## src/rtl/thf_pkg.sv

```systemverilog
// Constants shared by the hop, turnaround and TX FIFO register bank
// Function
// - Misc bit 3 set selects the alternate amplifier sequence, else default.
// - Eight-bit read/write hop channel number, zero after reset.
// - Eight-bit read/write hop step size, counted in 10 kHz units.
// - Hop offset equals channel times step times 10 kHz.
// - Compliance bit set: packet length counts CRC bytes plus payload.
// - Compliance bit clear: length is payload only; CRC enabled separately.
// - Turnaround enable bit 2 allows frequency change at packet end.
// - Turnaround phase field picks bit position in last byte for shift.
// - Turnaround and length register resets to 0x7b.
// - Six-bit read/write almost-full threshold in bits 5:0.
// - Six-bit read/write almost-empty threshold, 0x04 after reset.
// - Serial write to FIFO data address pushes burst bytes into FIFO via a holding slot, dropping any byte that finds the slot full.
// - FIFO burst keeps the serial address fixed, no increment.
package thf_pkg;

  // ==========================================================
  // Register offsets
  localparam logic [6:0] MISC_OFS      = 7'h78;
  localparam logic [6:0] HOP_CH_OFS    = 7'h79;
  localparam logic [6:0] HOP_STEP_OFS  = 7'h7a;
  localparam logic [6:0] TURN_OFS      = 7'h7b;
  localparam logic [6:0] FULL_THR_OFS  = 7'h7c;
  localparam logic [6:0] EMPTY_THR_OFS = 7'h7d;
  localparam logic [6:0] FIFO_OFS      = 7'h7f;

  // ==========================================================
  // Reset values
  localparam logic [7:0] MISC_RST      = 8'h00;
  localparam logic [7:0] HOP_CH_RST    = 8'h00;
  localparam logic [7:0] HOP_STEP_RST  = 8'h00;
  localparam logic [7:0] TURN_RST      = 8'h7b;
  localparam logic [7:0] FULL_THR_RST  = 8'h37;
  localparam logic [7:0] EMPTY_THR_RST = 8'h04;

  // ==========================================================
  // Field positions
  localparam int ALT_SEQ_BIT    = 3;
  localparam int TRIM_MSB       = 2;
  localparam int LEN_CRC_BIT    = 7;
  localparam int TURN_EN_BIT    = 2;
  localparam int PHASE_MSB      = 1;
  localparam int THR_MSB        = 5;
  localparam int WRITE_CMD_BIT  = 7;

  // ==========================================================
  // Counts and scales
  localparam logic [19:0] HOP_STEP_KHZ   = 20'h0000a;
  localparam logic [7:0]  CRC_BYTES      = 8'h02;
  localparam logic [3:0]  BITS_PER_BYTE  = 4'h8;
  localparam int          FIFO_DEPTH_DEF = 8;
  localparam int          SYNC_STAGES    = 2;

endpackage

```

## src/rtl/thf_stream_if.sv

```systemverilog
// Valid/ready byte stream between the register bank and its FIFO
`timescale 1ns/10ps
interface thf_stream_if
#(
  parameter int W = 8
);
  logic [W-1:0] data;
  logic         valid;
  logic         ready;

  modport sender
  (
    output data,
    output valid,
    input  ready
  );

  modport receiver
  (
    input  data,
    input  valid,
    output ready
  );
endinterface

```

## src/rtl/thf_sync.sv

```systemverilog
// Two-stage synchroniser for pin inputs
`timescale 1ns/10ps
module thf_sync
#(
  parameter int W = 1
)
(
  input  wire logic         core_clk,
  input  wire logic         arst_n,
  input  wire logic [W-1:0] async,
  output logic      [W-1:0] synced
);
  import thf_pkg::*;

  typedef struct packed
  {
    logic [W-1:0] first;
    logic [W-1:0] second;
  } thf_sync_state_t;

  thf_sync_state_t stateReg;
  thf_sync_state_t stateNext;

  // ==========================================================
  // Stages; first stage feeds only the second
  always_comb
  begin
    stateNext        = stateReg;
    stateNext.first  = async;
    stateNext.second = stateReg.first;
  end

  always_ff @(posedge core_clk or negedge arst_n)
  begin
    if (!arst_n)
      stateReg <= '0;
    else
      stateReg <= stateNext;
  end

  assign synced = stateReg.second;
endmodule

```

## src/rtl/thf_fifo.sv

```systemverilog
// Byte FIFO with fill level, valid/ready on both sides
`timescale 1ns/10ps
module thf_fifo
#(
  parameter int W     = 8,
  parameter int DEPTH = thf_pkg::FIFO_DEPTH_DEF
)
(
  input  wire logic                       core_clk,
  input  wire logic                       arst_n,
  thf_stream_if.receiver                  inS,
  thf_stream_if.sender                    outS,
  output logic [$clog2(DEPTH+1)-1:0]      level
);
  import thf_pkg::*;

  localparam int PW = $clog2(DEPTH);
  localparam int LW = $clog2(DEPTH+1);

  typedef struct packed
  {
    logic [DEPTH-1:0][W-1:0] mem;
    logic [PW-1:0]           wrPtr;
    logic [PW-1:0]           rdPtr;
    logic [LW-1:0]           count;
  } thf_fifo_state_t;

  thf_fifo_state_t stateReg;
  thf_fifo_state_t stateNext;
  logic            doPush;
  logic            doPop;

  // ==========================================================
  // Honest full and empty drive the handshakes
  assign inS.ready  = (stateReg.count != LW'(DEPTH));
  assign outS.valid = (stateReg.count != '0);
  assign outS.data  = stateReg.mem[stateReg.rdPtr];
  assign doPush     = inS.valid && inS.ready;
  assign doPop      = outS.valid && outS.ready;
  assign level      = stateReg.count;

  always_comb
  begin
    stateNext = stateReg;
    if (doPush)
    begin
      stateNext.mem[stateReg.wrPtr] = inS.data;
      stateNext.wrPtr = (stateReg.wrPtr == PW'(DEPTH-1)) ? '0 : stateReg.wrPtr + 1'b1;
    end
    if (doPop)
      stateNext.rdPtr = (stateReg.rdPtr == PW'(DEPTH-1)) ? '0 : stateReg.rdPtr + 1'b1;
    if (doPush && !doPop)
      stateNext.count = stateReg.count + 1'b1;
    else if (doPop && !doPush)
      stateNext.count = stateReg.count - 1'b1;
  end

  always_ff @(posedge core_clk or negedge arst_n)
  begin
    if (!arst_n)
      stateReg <= '0;
    else
      stateReg <= stateNext;
  end
endmodule

```

## src/rtl/thf_misc_regs.sv

```systemverilog
// Serial-port register bank: hopping, turnaround, TX FIFO thresholds and data port
`timescale 1ns/10ps
module thf_misc_regs
#(
  parameter int FIFO_DEPTH = thf_pkg::FIFO_DEPTH_DEF
)
(
  input  wire logic                          core_clk,
  input  wire logic                          arst_n,
  input  wire logic                          sclk,
  input  wire logic                          sdi,
  input  wire logic                          selN,
  output logic                               sdo,
  output logic [7:0]                         txData,
  output logic                               txValid,
  input  wire logic                          txReady,
  output logic                               alternate_amp_sequence_en,
  output logic [thf_pkg::TRIM_MSB:0]         oscTrim,
  output logic [7:0]                         hopChannel,
  output logic [7:0]                         hopStep,
  output logic [19:0]                        hopOffsetKhz,
  input  wire logic [7:0]                    pktLength,
  input  wire logic                          crcEn,
  output logic [7:0]                         payloadLen,
  input  wire logic                          lastByte,
  input  wire logic [2:0]                    txBitIdx,
  output logic                               freqShiftPulse,
  output logic                               fifoAlmostFull,
  output logic                               fifoAlmostEmpty,
  output logic [$clog2(FIFO_DEPTH+1)-1:0]    fifoLevel,
  output logic                               writeDropped
);
  import thf_pkg::*;

  typedef struct packed
  {
    logic       sclkLast;
    logic [3:0] bitCnt;
    logic       dataPhase;
    logic       isWrite;
    logic [6:0] addr;
    logic [7:0] shiftIn;
    logic [7:0] shiftOut;
    logic       sdo;
    logic [7:0] misc;
    logic [7:0] hopCh;
    logic [7:0] hopStep;
    logic [7:0] turn;
    logic [7:0] fullThr;
    logic [7:0] emptyThr;
    logic [7:0] pendByte;
    logic       pendValid;
    logic       dropped;
    logic [7:0] payloadLen;
    logic [19:0] hopOffset;
    logic       shiftCond;
    logic       shiftPulse;
    logic       almostFull;
    logic       almostEmpty;
  } thf_regs_state_t;

  thf_regs_state_t stateReg;
  thf_regs_state_t stateNext;

  logic [2:0] pinSync;
  logic       sclkS;
  logic       sdiS;
  logic       selS;
  logic [7:0] rxByte;
  logic       sclkRise;
  logic       sclkFall;
  logic       byteDone;
  logic [6:0] nextAddr;
  logic [7:0] levelWide;

  thf_stream_if #(.W(8)) pushS ();
  thf_stream_if #(.W(8)) drainS ();

  // ==========================================================
  // Pin synchronisers
  thf_sync #(.W(3)) pinSyncI
  (
    .core_clk (core_clk),
    .arst_n   (arst_n),
    .async    ({sclk, sdi, selN}),
    .synced   (pinSync)
  );

  assign sclkS = pinSync[2];
  assign sdiS  = pinSync[1];
  assign selS  = pinSync[0];

  // ==========================================================
  // Transmit FIFO; byte waits in a holding slot while full
  thf_fifo #(.W(8), .DEPTH(FIFO_DEPTH)) txFifoI
  (
    .core_clk (core_clk),
    .arst_n   (arst_n),
    .inS      (pushS.receiver),
    .outS     (drainS.sender),
    .level    (fifoLevel)
  );

  assign pushS.data   = stateReg.pendByte;
  assign pushS.valid  = stateReg.pendValid;
  assign txData       = drainS.data;
  assign txValid      = drainS.valid;
  assign drainS.ready = txReady;
  assign levelWide    = 8'(fifoLevel);

  // ==========================================================
  // Serial framing helpers
  assign sclkRise = !selS && sclkS && !stateReg.sclkLast;
  assign sclkFall = !selS && !sclkS && stateReg.sclkLast;
  assign rxByte   = {stateReg.shiftIn[6:0], sdiS};
  assign byteDone = sclkRise && (stateReg.bitCnt == BITS_PER_BYTE - 4'h1);

  assign nextAddr = (stateReg.addr == FIFO_OFS) ? stateReg.addr : stateReg.addr + 7'h01;

  // Read mux; unmapped and FIFO port read as zero
  function automatic logic [7:0] readReg(input thf_regs_state_t s, input logic [6:0] a);
    logic [7:0] v;
    v = 8'h00;
    case (a)
      MISC_OFS:
        v = s.misc;
      HOP_CH_OFS:
        v = s.hopCh;
      HOP_STEP_OFS:
        v = s.hopStep;
      TURN_OFS:
        v = s.turn;
      FULL_THR_OFS:
        v = s.fullThr;
      EMPTY_THR_OFS:
        v = s.emptyThr;
      default:       v = 8'h00;
    endcase
    return v;
  endfunction

  // ==========================================================
  // Next state
  always_comb
  begin
    stateNext          = stateReg;
    stateNext.sclkLast = sclkS;
    stateNext.dropped  = 1'b0;

    // Holding slot drains into the FIFO when it has room
    if (stateReg.pendValid && pushS.ready)
      stateNext.pendValid = 1'b0;

    if (selS)
    begin
      stateNext.bitCnt    = 4'h0;
      stateNext.dataPhase = 1'b0;
      // Idle low so a deselected line reads zero
      stateNext.sdo       = 1'b0;
    end
    else if (sclkRise)
    begin
      stateNext.shiftIn = rxByte;
      stateNext.bitCnt  = byteDone ? 4'h0 : stateReg.bitCnt + 4'h1;
    end
    else if (sclkFall && stateReg.dataPhase && !stateReg.isWrite)
    begin
      stateNext.sdo      = stateReg.shiftOut[7];
      stateNext.shiftOut = {stateReg.shiftOut[6:0], 1'b0};
    end

    if (byteDone && !stateReg.dataPhase)
    begin
      stateNext.dataPhase = 1'b1;
      stateNext.isWrite   = rxByte[WRITE_CMD_BIT];
      stateNext.addr      = rxByte[6:0];
      stateNext.shiftOut  = readReg(stateReg, rxByte[6:0]);
    end
    else if (byteDone)
    begin
      stateNext.addr     = nextAddr;
      stateNext.shiftOut = readReg(stateReg, nextAddr);
      if (stateReg.isWrite)
      begin
        case (stateReg.addr)
          MISC_OFS:
          begin
            stateNext.misc = rxByte;
          end
          HOP_CH_OFS:
          begin
            stateNext.hopCh = rxByte;
          end
          HOP_STEP_OFS:
          begin
            stateNext.hopStep = rxByte;
          end
          TURN_OFS:
          begin
            stateNext.turn = rxByte;
          end
          FULL_THR_OFS:
          begin
            stateNext.fullThr = rxByte;
          end
          EMPTY_THR_OFS:
          begin
            stateNext.emptyThr = rxByte;
          end
          FIFO_OFS:
          begin
            if (stateNext.pendValid)
              stateNext.dropped = 1'b1;
            else
            begin
              stateNext.pendByte  = rxByte;
              stateNext.pendValid = 1'b1;
            end
          end
          default:       stateNext.dropped = stateReg.dropped;
        endcase
      end
    end

    stateNext.hopOffset = 20'(20'(stateReg.hopCh) * 20'(stateReg.hopStep) * HOP_STEP_KHZ);

    if (stateReg.turn[LEN_CRC_BIT] && crcEn)
      stateNext.payloadLen = (pktLength > CRC_BYTES) ? pktLength - CRC_BYTES : 8'h00;
    else
      stateNext.payloadLen = pktLength;

    // Shift at phase-selected bit of last byte
    stateNext.shiftCond  = stateReg.turn[TURN_EN_BIT] && lastByte
                           && (txBitIdx == {1'b1, stateReg.turn[PHASE_MSB:0]});
    stateNext.shiftPulse = stateNext.shiftCond && !stateReg.shiftCond;

    stateNext.almostFull  = levelWide >= {2'b00, stateReg.fullThr[THR_MSB:0]};
    stateNext.almostEmpty = levelWide <= {2'b00, stateReg.emptyThr[THR_MSB:0]};
  end

  // ==========================================================
  // State register
  always_ff @(posedge core_clk or negedge arst_n)
  begin
    if (!arst_n)
    begin
      stateReg.sclkLast    <= 1'b0;
      stateReg.bitCnt      <= 4'h0;
      stateReg.dataPhase   <= 1'b0;
      stateReg.isWrite     <= 1'b0;
      stateReg.addr        <= 7'h00;
      stateReg.shiftIn     <= 8'h00;
      stateReg.shiftOut    <= 8'h00;
      stateReg.sdo         <= 1'b0;
      stateReg.misc        <= MISC_RST;
      stateReg.hopCh       <= HOP_CH_RST;
      stateReg.hopStep     <= HOP_STEP_RST;
      stateReg.turn        <= TURN_RST;
      stateReg.fullThr     <= FULL_THR_RST;
      stateReg.emptyThr    <= EMPTY_THR_RST;
      stateReg.pendByte    <= 8'h00;
      stateReg.pendValid   <= 1'b0;
      stateReg.dropped     <= 1'b0;
      stateReg.payloadLen  <= 8'h00;
      stateReg.hopOffset   <= 20'h00000;
      stateReg.shiftCond   <= 1'b0;
      stateReg.shiftPulse  <= 1'b0;
      stateReg.almostFull  <= 1'b0;
      stateReg.almostEmpty <= 1'b1;
    end
    else
      stateReg <= stateNext;
  end

  // ==========================================================
  // Outputs
  // Sequence select to amplifier control
  assign alternate_amp_sequence_en = stateReg.misc[ALT_SEQ_BIT];
  assign oscTrim         = stateReg.misc[TRIM_MSB:0];
  assign hopChannel      = stateReg.hopCh;
  assign hopStep         = stateReg.hopStep;
  assign hopOffsetKhz    = stateReg.hopOffset;
  assign payloadLen      = stateReg.payloadLen;
  assign freqShiftPulse  = stateReg.shiftPulse;
  assign fifoAlmostFull  = stateReg.almostFull;
  assign fifoAlmostEmpty = stateReg.almostEmpty;
  assign writeDropped    = stateReg.dropped;
  assign sdo             = stateReg.sdo;
endmodule

```

## config.mk

```make
export PLATFORM = sky130hd
export DESIGN_NAME = thf_misc_regs
export DESIGN_NICKNAME = d
export VERILOG_FILES = /design/src/rtl/thf_pkg.sv /design/src/rtl/thf_stream_if.sv /design/src/rtl/thf_sync.sv /design/src/rtl/thf_fifo.sv /design/src/rtl/thf_misc_regs.sv
export SDC_FILE = /design/constraint.sdc
export NUM_CORES = 1
export LEC_CHECK = 0
export BUFFER_PORTS_ARGS = -buffer_cell sky130_fd_sc_hd__buf_2
export CAP_MARGIN = 0
export CORE_MARGIN = 5
export CORE_UTILIZATION = 25
export CTS_BUF_LIST = sky130_fd_sc_hd__clkbuf_8
export CTS_CLUSTER_DIAMETER = 30
export DETAILED_ROUTE_END_ITERATION = 8
export PLACE_DENSITY_LB_ADDON = 0.05
export SLEW_MARGIN = 15
export SYNTH_ARGS = -nofsm -noshare
export SYNTH_HDL_FRONTEND = slang
export SYNTH_HIERARCHICAL = 1
export SYNTH_SLANG_ARGS = --single-unit
export TNS_END_PERCENT = 1
```

## constraint.sdc

```tcl
create_clock -name core_clk -period 8.3 [get_ports core_clk]
set_input_delay 0.415 -clock core_clk [delete_from_list [all_inputs] [get_ports core_clk]]
set_output_delay 0.415 -clock core_clk [all_outputs]
set_load 0.01 [all_outputs]
```

==> results of run 1 <==
==> power by group <==
group          total [mW]  switching (mW)  leakage, nW  internal, mW
Combinational      0.0886          0.0590         3.78        0.0295
Sequential           1.04          0.0520         2.68         0.985
Clock               0.685           0.427        0.208         0.258
==> sequential cells by signal, summed over array words and instances, names as in the netlist, 3 cells and up <==
| name | flops |
|---|---|
| txFifoI/stateReg | 70 |
| stateReg | 51 |
| hopOffsetKhz | 19 |
| hopChannel | 8 |
| hopStep | 8 |
| payloadLen | 8 |
| pushS.data | 8 |
| rxByte | 7 |
| txFifoI/level | 4 |
| oscTrim | 3 |
| pinSyncI/stateNext | 3 |
| pinSyncI/synced | 3 |
==> critical path: cells and delay by family, from the launching register on <==
family | cells | cell delay [ps]
AOI/OAI and AO/OA | 8 | 1820
xor gates and xnor gates | 2 | 340
adders and majority gates | 7 | 3030
buffers and inverters | 4 | 200
DFF | 1 | 560
and+or+nand+nor | 2 | 350
==> worst max-delay path by stage <==
stage                                 from                         end  slack (ps)  depth (start not counted)
floorplan           hopStep[4]$_DFFE_PN0P_  hopOffsetKhz[18]$_DFF_PN0_        2430                         24
detailed placement  hopStep[4]$_DFFE_PN0P_  hopOffsetKhz[18]$_DFF_PN0_        1810                         23
global placement    hopStep[4]$_DFFE_PN0P_  hopOffsetKhz[18]$_DFF_PN0_        1940                         23
global route        hopStep[4]$_DFFE_PN0P_  hopOffsetKhz[18]$_DFF_PN0_        1330                         23
finish              hopStep[4]$_DFFE_PN0P_  hopOffsetKhz[18]$_DFF_PN0_        1870                         23
CTS                 hopStep[4]$_DFFE_PN0P_  hopOffsetKhz[18]$_DFF_PN0_        1770                         23
==> layout make-up <==
cell class	count	area, um^2
antenna	1	2.502
tap	672	840.8
sequential	199	4996
clock buffer	17	234.0
inverter	79	299.0
multi-input combinational	735	6850
timing repair buffer	99	558.0
clock inverter	15	182.7
fill	5334	36310
==> per-layer routing <==
layer	routed length, um	part of all wire	vias to the layer above	global-route usage
met5	0	0	-	0
met4	317	0.0090	0	0.02903
met3	1087	0.031	16	0.02733
met2	16840	0.48	118	0.2052
met1	16860	0.48	4312	0.1783
li1	-	-	3938	-
==> cell usage after synthesis (all sizes together), types with 9 or more instances <==
cell	number	area, um^2
dfrtp	186	4654
mux2	143	1610
ha	84	1051
inv	79	299.0
buf	66	471.7
nand2	65	246.5
and2	52	325.3
a21oi	39	195.2
fa	38	760.7
clkbuf	37	140.1
nor2	35	133.9
o21ai	35	175.2
mux4	24	540.5
xnor2	19	166.4
nand3	16	85.08
a21o	15	113.9
dfstp	13	341.6
nor3	12	70.07
a22oi	11	82.58
o31ai	11	87.58
a221o	10	100.1
xor2	10	87.58
o21a	9	67.56
==> cell families after synthesis <==
| logic type | share of synthesized area |
|---|---|
| compound gates | 0.1018 |
| xor+xnor | 0.01991 |
| fa+ha+maj | 0.1420 |
| buf+inv | 0.07140 |
| flops | 0.3916 |
| mux | 0.1733 |
| other cells | 0.0002940 |
| simple gates | 0.09965 |
==> cells in the final DEF (no fill, tap or decap), types with 34 or more instances in the layout <==
cell,instances
dfrtp_1,186
mux2_2,141
ha_1,84
buf_2,82
inv_1,79
nand2_1,64
and2_1,52
a21oi_1,39
fa_1,38
o21ai_0,35
nor2_1,34
==> repair_timing <==
| item | CTS | global route |
|---|---|---|
| resized for setup | 0 | 0 |
| hold endpoints to repair | 86 | 0 |
| hold buffers | 5 | 0 |
==> metrics by stage <==
step | total power [mW] | utilization | hold slack (ps) | cell area (um^2)
6_report | 1.811 | 0.2778 | 79.78 | 13960
5_1_grt | 1.910 | 0.2778 | 42.45 | 13960
4_1_cts | 1.869 | 0.2777 | 4.080 | 13960
3_5_place_dp | 1.148 | 0.2684 | 339.4 | 13490
3_3_place_gp | 1.149 | 0.2684 | 333.3 | 13490
2_1_floorplan | 1.069 | - | 119.4 | 12760
==> run metrics, run 1 <==
Async S/R FF share, synth=1.000; global route overflow=0; mean area per synthesized cell=approximately 11 um^2; CTS H-tree lvls=4; sequential area share after synthesis=0.3916; P&R area growth vs syn=9.455%; synth warn=6; max frequency=between 0.15 and 0.2 GHz; CP max stage cell=dfrtp_1; Worst-path clk slew=about 120 ps; period utilization=0.7747; clock skew=33.85 ps; Synth Flop Type=dfrtp_1; RSZ-0062 raised after global routing=no; GPL Wtd Cong=about 0.74; Max Cap Viol=0; WHS Path Cells=2; pre-CTS worst setup slack=between 1500 and 2000 ps; final non-filler cell total=roughly 1.8k; drt wl/cell=19.32 um; core area=between 0.05 and 0.06 mm^2; antenna viol nets, final=0; global-route wire length before repair=about 55000 um; post-synth design cell area=between 0.01 and 0.015 mm^2; Final Hold Viols=0; Worst setup SP type=flip-flop; largest net degree at the start of global routing=approximately 90; worst path cell trace=and2_1 -> fa_1 -> inv_1 -> fa_1 -> inv_1 -> fa_1 -> inv_1 -> fa_1 -> inv_1 -> ha_1 -> o21a_1 -> a2111oi_4 -> nor2_1 -> a21oi_1 -> xnor2_1 -> ha_1 -> ha_1 -> a21o_1 -> a21oi_1 -> o21ai_0 -> a31oi_1 -> o21ai_0 -> xor2_1; Initial DRC Count=between 400 and 500; Distinct cells, synth=79; min-delay worst type=in -> reg; Worst Path Class, Setup=reg -> reg; status=finished, final reports clean; type of destination of the critical path=flip-flop; clk_lat worst skew=approximately 560 ps; CTS root buf=clkbuf_8; R2R depth=23; number of global-route vias before repair=about 8.7k; final worst-path setup slack=roughly 1900 ps; Critical Path AT=between 6000 and 7000 ps; TNS Setup=0 ps; IR drop worst, VDD=0.09328 mV; # nets final=~1.3k; slew margin rel.=0.3398; Reg2Reg Setup Slack=~1900 ps; Post-Syn Nets=1257; cts bufs inserted=17; Yosys reg bits=199; critical hold path startpoint=pktLength[6]; # setup viols final=0; Post-Synthesis Cells=~1.1k; capturing point of the worst reg2reg path=hopOffsetKhz[18]$_DFF_PN0_; Leakage Power=around 6.7 nW; DRC=0; TritonCTS clock tree=yes; Post-synth EDFFs=0; port bufs=83; max incr delay on CP=between 500 and 600 ps; die area=about 0.056 mm^2; Worst Hold End=payloadLen[6]$_DFF_PN0_; vias per cell=between 4 and 5; 1st-pass router iterations=7; hpwl dp=24850 um; Worst Tran Pin Value=approximately 990 ps; Reg-to-Reg Start=hopStep[4]$_DFFE_PN0P_; Ports=85; layout cells sized above 1=0.2850; antenna violations before repair=1; # Post-CTS Setup Buffers=0; Die Width=between 200 and 250 um; Die Ht=235.9 um; initial core utilization=0.2538; Placed Instances=between 1.5k and 2k; Core Rows=between 80 and 90; Longest Clk Path Bufs=2; Max FO, Critical Path=12; Routed WL=35110 um; fin crit period=6430 ps; worst path required time=8730 ps; Max Slew Vio Count=0; vias=8384; Pwr per Cell Area=~130 mW/mm^2; gr usage total=0.1280; clock tree sinks=approximately 200
No activity file was read; power rests on OpenSTA's default activity.
==> run 2: changes to the inputs <==
==> constraint.sdc (replaced) <==
create_clock -name core_clk -period 5.7 [get_ports core_clk]
set_input_delay 0.285 -clock core_clk [delete_from_list [all_inputs] [get_ports core_clk]]
set_output_delay 0.285 -clock core_clk [all_outputs]
set_load 0.01 [all_outputs]
==> run 2 against run 1 <==
Effect of this change:
- sequential share of layout area down 2.3 points
- cell count up 4.9%
- total power up 43%
- register-to-register slack worse by 1700 ps
- core utilization up 1.9 points
- first-iteration DRC count down 11%
- sequential cell count unchanged
- wire length up 2.8%
- clock-buffer cell count up 1
- cell area up 6.9%
- die area unchanged
- clock power up 39%
- largest cell class unchanged
==> run metrics, run 2 (same netlist as run 1, synthesis figures left out) <==
DRC=0 (unchanged); Core Rows=82 (unchanged); P&R area growth vs syn=17.04% (was 9.455%); Core Util, Final=0.2970 (was 0.2778); 1st-pass router iterations=4 (was 7); critical hold path startpoint=txBitIdx[1] (was pktLength[6]); critical path's most frequent cell=fa_1; Max Slew Vio Count=0 (unchanged); Worst-path clk slew=110 ps (was 120 ps); Worst setup SP type=flip-flop (unchanged); P_sw=0.7519 mW (was 0.5385 mW); gr usage total=0.1330 (was 0.1280); clock tree sinks=199 (unchanged); Reg2Reg Setup Slack=180 ps (was 1870 ps); worst path required time=6150 ps (was 8730 ps); max incr delay on CP=530 ps (was 560 ps); worst path cell trace=buf_6 -> and2_4 -> fa_2 -> fa_1 -> inv_1 -> fa_1 -> fa_1 -> inv_2 -> ha_4 -> a211o_4 -> a2111oi_4 -> nor2_1 -> a21oi_2 -> xnor2_2 -> ha_1 -> ha_4 -> a21o_1 -> a21oi_2 -> o21ai_2 -> o31a_1 -> o21a_1 (was and2_1 -> fa_1 -> inv_1 -> fa_1 -> inv_1 -> fa_1 -> inv_1 -> fa_1 -> inv_1 -> ha_1 -> o21a_1 -> a2111oi_4 -> nor2_1 -> a21oi_1 -> xnor2_1 -> ha_1 -> ha_1 -> a21o_1 -> a21oi_1 -> o21ai_0 -> a31oi_1 -> o21ai_0 -> xor2_1); Crit path max-delay family=adder cells (unchanged); antenna viol nets, final=0 (unchanged); GPL Wtd Cong=0.7368 (was 0.7360); slew margin rel.=0.2880 (was 0.3398); Routed WL=36080 um (was 35110 um); Reg with most FFs=txFifoI/stateReg (unchanged); sw frac=0.2896 (was 0.2974); max reg flops=70 (unchanged); TritonCTS clock tree=yes (unchanged); CTS H-tree lvls=4 (unchanged); Final Hold Viols=0 (unchanged); final non-filler cell total=1906 (was 1817); Crit. Startpoint=hopChannel[1]$_DFFE_PN0P_ (was hopStep[4]$_DFFE_PN0P_); CTS root buf=clkbuf_8 (unchanged); hpwl dp=25670 um (was 24850 um); Die Ht=235.9 um (unchanged); # nets final=1361 (was 1272); max frequency=0.1811 GHz (was 0.1555 GHz); Max FO, Critical Path=3 (was 12); vias per cell=4.538 (was 4.614); port bufs=83 (unchanged); Seq pwr share=0.586 (was 0.573); WP depth=21 (was 23); global-route wire length before repair=57080 um (was 55140 um); R2R depth=21 (was 23); Reg-to-Reg Start=hopChannel[1]$_DFFE_PN0P_ (was hopStep[4]$_DFFE_PN0P_); type of destination of the critical path=flip-flop (unchanged); fillers=5315 (was 5334); clock skew=17.72 ps (was 33.85 ps); clk_lat worst skew=560 ps (about the same); status=finished, final reports clean (unchanged); min-delay worst type=in -> reg (unchanged); Internal Power=1.844 mW (was 1.272 mW); initial core utilization=0.2538 (unchanged); vias=8649 (was 8384); Ports=85 (unchanged); Worst Tran Pin Value=1068 ps (was 990.3 ps); clock share of power=0.367 (was 0.378); layout cells sized above 1=0.3674 (was 0.2850); logic gate share of total power=0.047 (was 0.049); number of global-route vias before repair=9110 (was 8743); die area=0.05565 mm^2 (unchanged); fin crit period=5523 ps (was 6430 ps); # setup viols final=0 (unchanged); IR drop worst, VDD=0.1601 mV (was 0.09328 mV); Initial DRC Count=377 (was 424); WP buf/inv=3 (was 4); Critical Path AT=5970 ps (was 6860 ps); most common cell after layout, fill and taps aside=dfrtp_1 (unchanged); CP max stage cell=fa_1 (was dfrtp_1); most frequent cells in the layout=185 x dfrtp_1, 141 x mux2_2, 83 x buf_4, 82 x buf_2, 76 x ha_1 (was 186 x dfrtp_1, 141 x mux2_2, 84 x ha_1, 82 x buf_2, 79 x inv_1); capturing point of the worst reg2reg path=hopOffsetKhz[19]$_DFF_PN0_ (was hopOffsetKhz[18]$_DFF_PN0_); Pwr per Cell Area=173.9 mW/mm^2 (was 129.7 mW/mm^2); period utilization=0.9690 (was 0.7747); RSZ-0062 raised after global routing=yes (was no); global route overflow=0 (unchanged); Longest Clk Path Bufs=2 (unchanged); Worst Hold End=stateReg[3]$_DFF_PN0_ (was payloadLen[6]$_DFF_PN0_); Leakage Power=7.165 nW (was 6.673 nW); Placed Instances=1845 (was 1779); antenna violations before repair=2 (was 1); drt wl/cell=18.93 um (was 19.32 um); Worst Path Class, Setup=reg -> reg (unchanged); core area=0.05027 mm^2 (unchanged); Die Width=235.9 um (unchanged); WHS Path Cells=3 (was 2); cts bufs inserted=17 (unchanged); Max Cap Viol=0 (unchanged); largest net degree at the start of global routing=98 (was 89)
[run 2: changes by cell type in the layout (fill, tap and decap cells not counted), sizes merged]
cell	previous run	this run
buf	94	173
clkbuf	17	18
clkinv	2	8
clkinvlp	2	1
dlygate4sd3	5	15
inv	89	83
[run 2: how the worst max path moves through the flow]
stage | endpoint | slack [ps]
after global placement | hopOffsetKhz[18]$_DFF_PN0_ | -40
after detailed placement | hopOffsetKhz[18]$_DFF_PN0_ | -140
final | hopOffsetKhz[19]$_DFF_PN0_ | 180
after global routing | hopOffsetKhz[17]$_DFF_PN0_ | -60
after CTS | hopOffsetKhz[19]$_DFF_PN0_ | 8
after floorplan | hopOffsetKhz[18]$_DFF_PN0_ | 30
[run 2: cell type report]
cell class                      count  area (um^2)  share of cell area
Sequential cell                   199         4997              0.3347
Timing Repair Buffer              188         1277             0.08556
Multi-Input combinational cell    735         7124              0.4772
Tap cell                          672        840.8             0.05631
Clock inverter                     14        141.4            0.009470
Antenna cell                        1        2.502           0.0001676
Clock buffer                       18        247.7             0.01659
Inverter                           79        299.0             0.02003
[run 2: layer usage]
| metal | global-route usage | up-vias | wire [um] |
|---|---|---|---|
| met4 | 0.03519 | 0 | 400 |
| met3 | 0.02523 | 21 | 1153 |
| met1 | 0.1866 | 4389 | 17330 |
| li1 | - | 4130 | - |
| met2 | 0.2115 | 109 | 17200 |
| met5 | 0 | - | 0 |
[run 2: per-stage QoR]
stage                     hold slack, ps  setup TNS (ps)  instance area [um^2]  power, mW  worst slack (ps)
final                              79.00               0                 14930      2.596             176.7
after global routing               50.48          -220.8                 14930      2.736            -57.40
after CTS                          20.81               0                 14630      2.672             8.280
after detailed placement           334.7          -305.4                 14010      1.671            -139.7
after global placement             334.2          -72.90                 14010      1.672            -41.94
after floorplan                   -10.59               0                 12780      1.557             30.94
[run 2: worst min-delay path: cells and delay by family]
family / cells / cell delay (ps)
simple gates: 1 / 150
xor+xnor: 1 / 70
buf+inv: 1 / 80
[run 2: repair_timing]
action,CTS,global route
endpoints found under the setup margin,6,9
buffers inserted,4,9
resized for setup,12,51
pin swaps,8,42
hold endpoints to repair,104,0
hold buffers,15,0
[run 2: power by group through the flow]
stage	combinational, mW	sequential (mW)	clock, mW
floorplan	0.0809	1.48	0
global placement	0.120	1.55	0
detailed placement	0.120	1.55	0
CTS	0.128	1.52	1.02
global route	0.139	1.53	1.07
finish	0.122	1.52	0.954
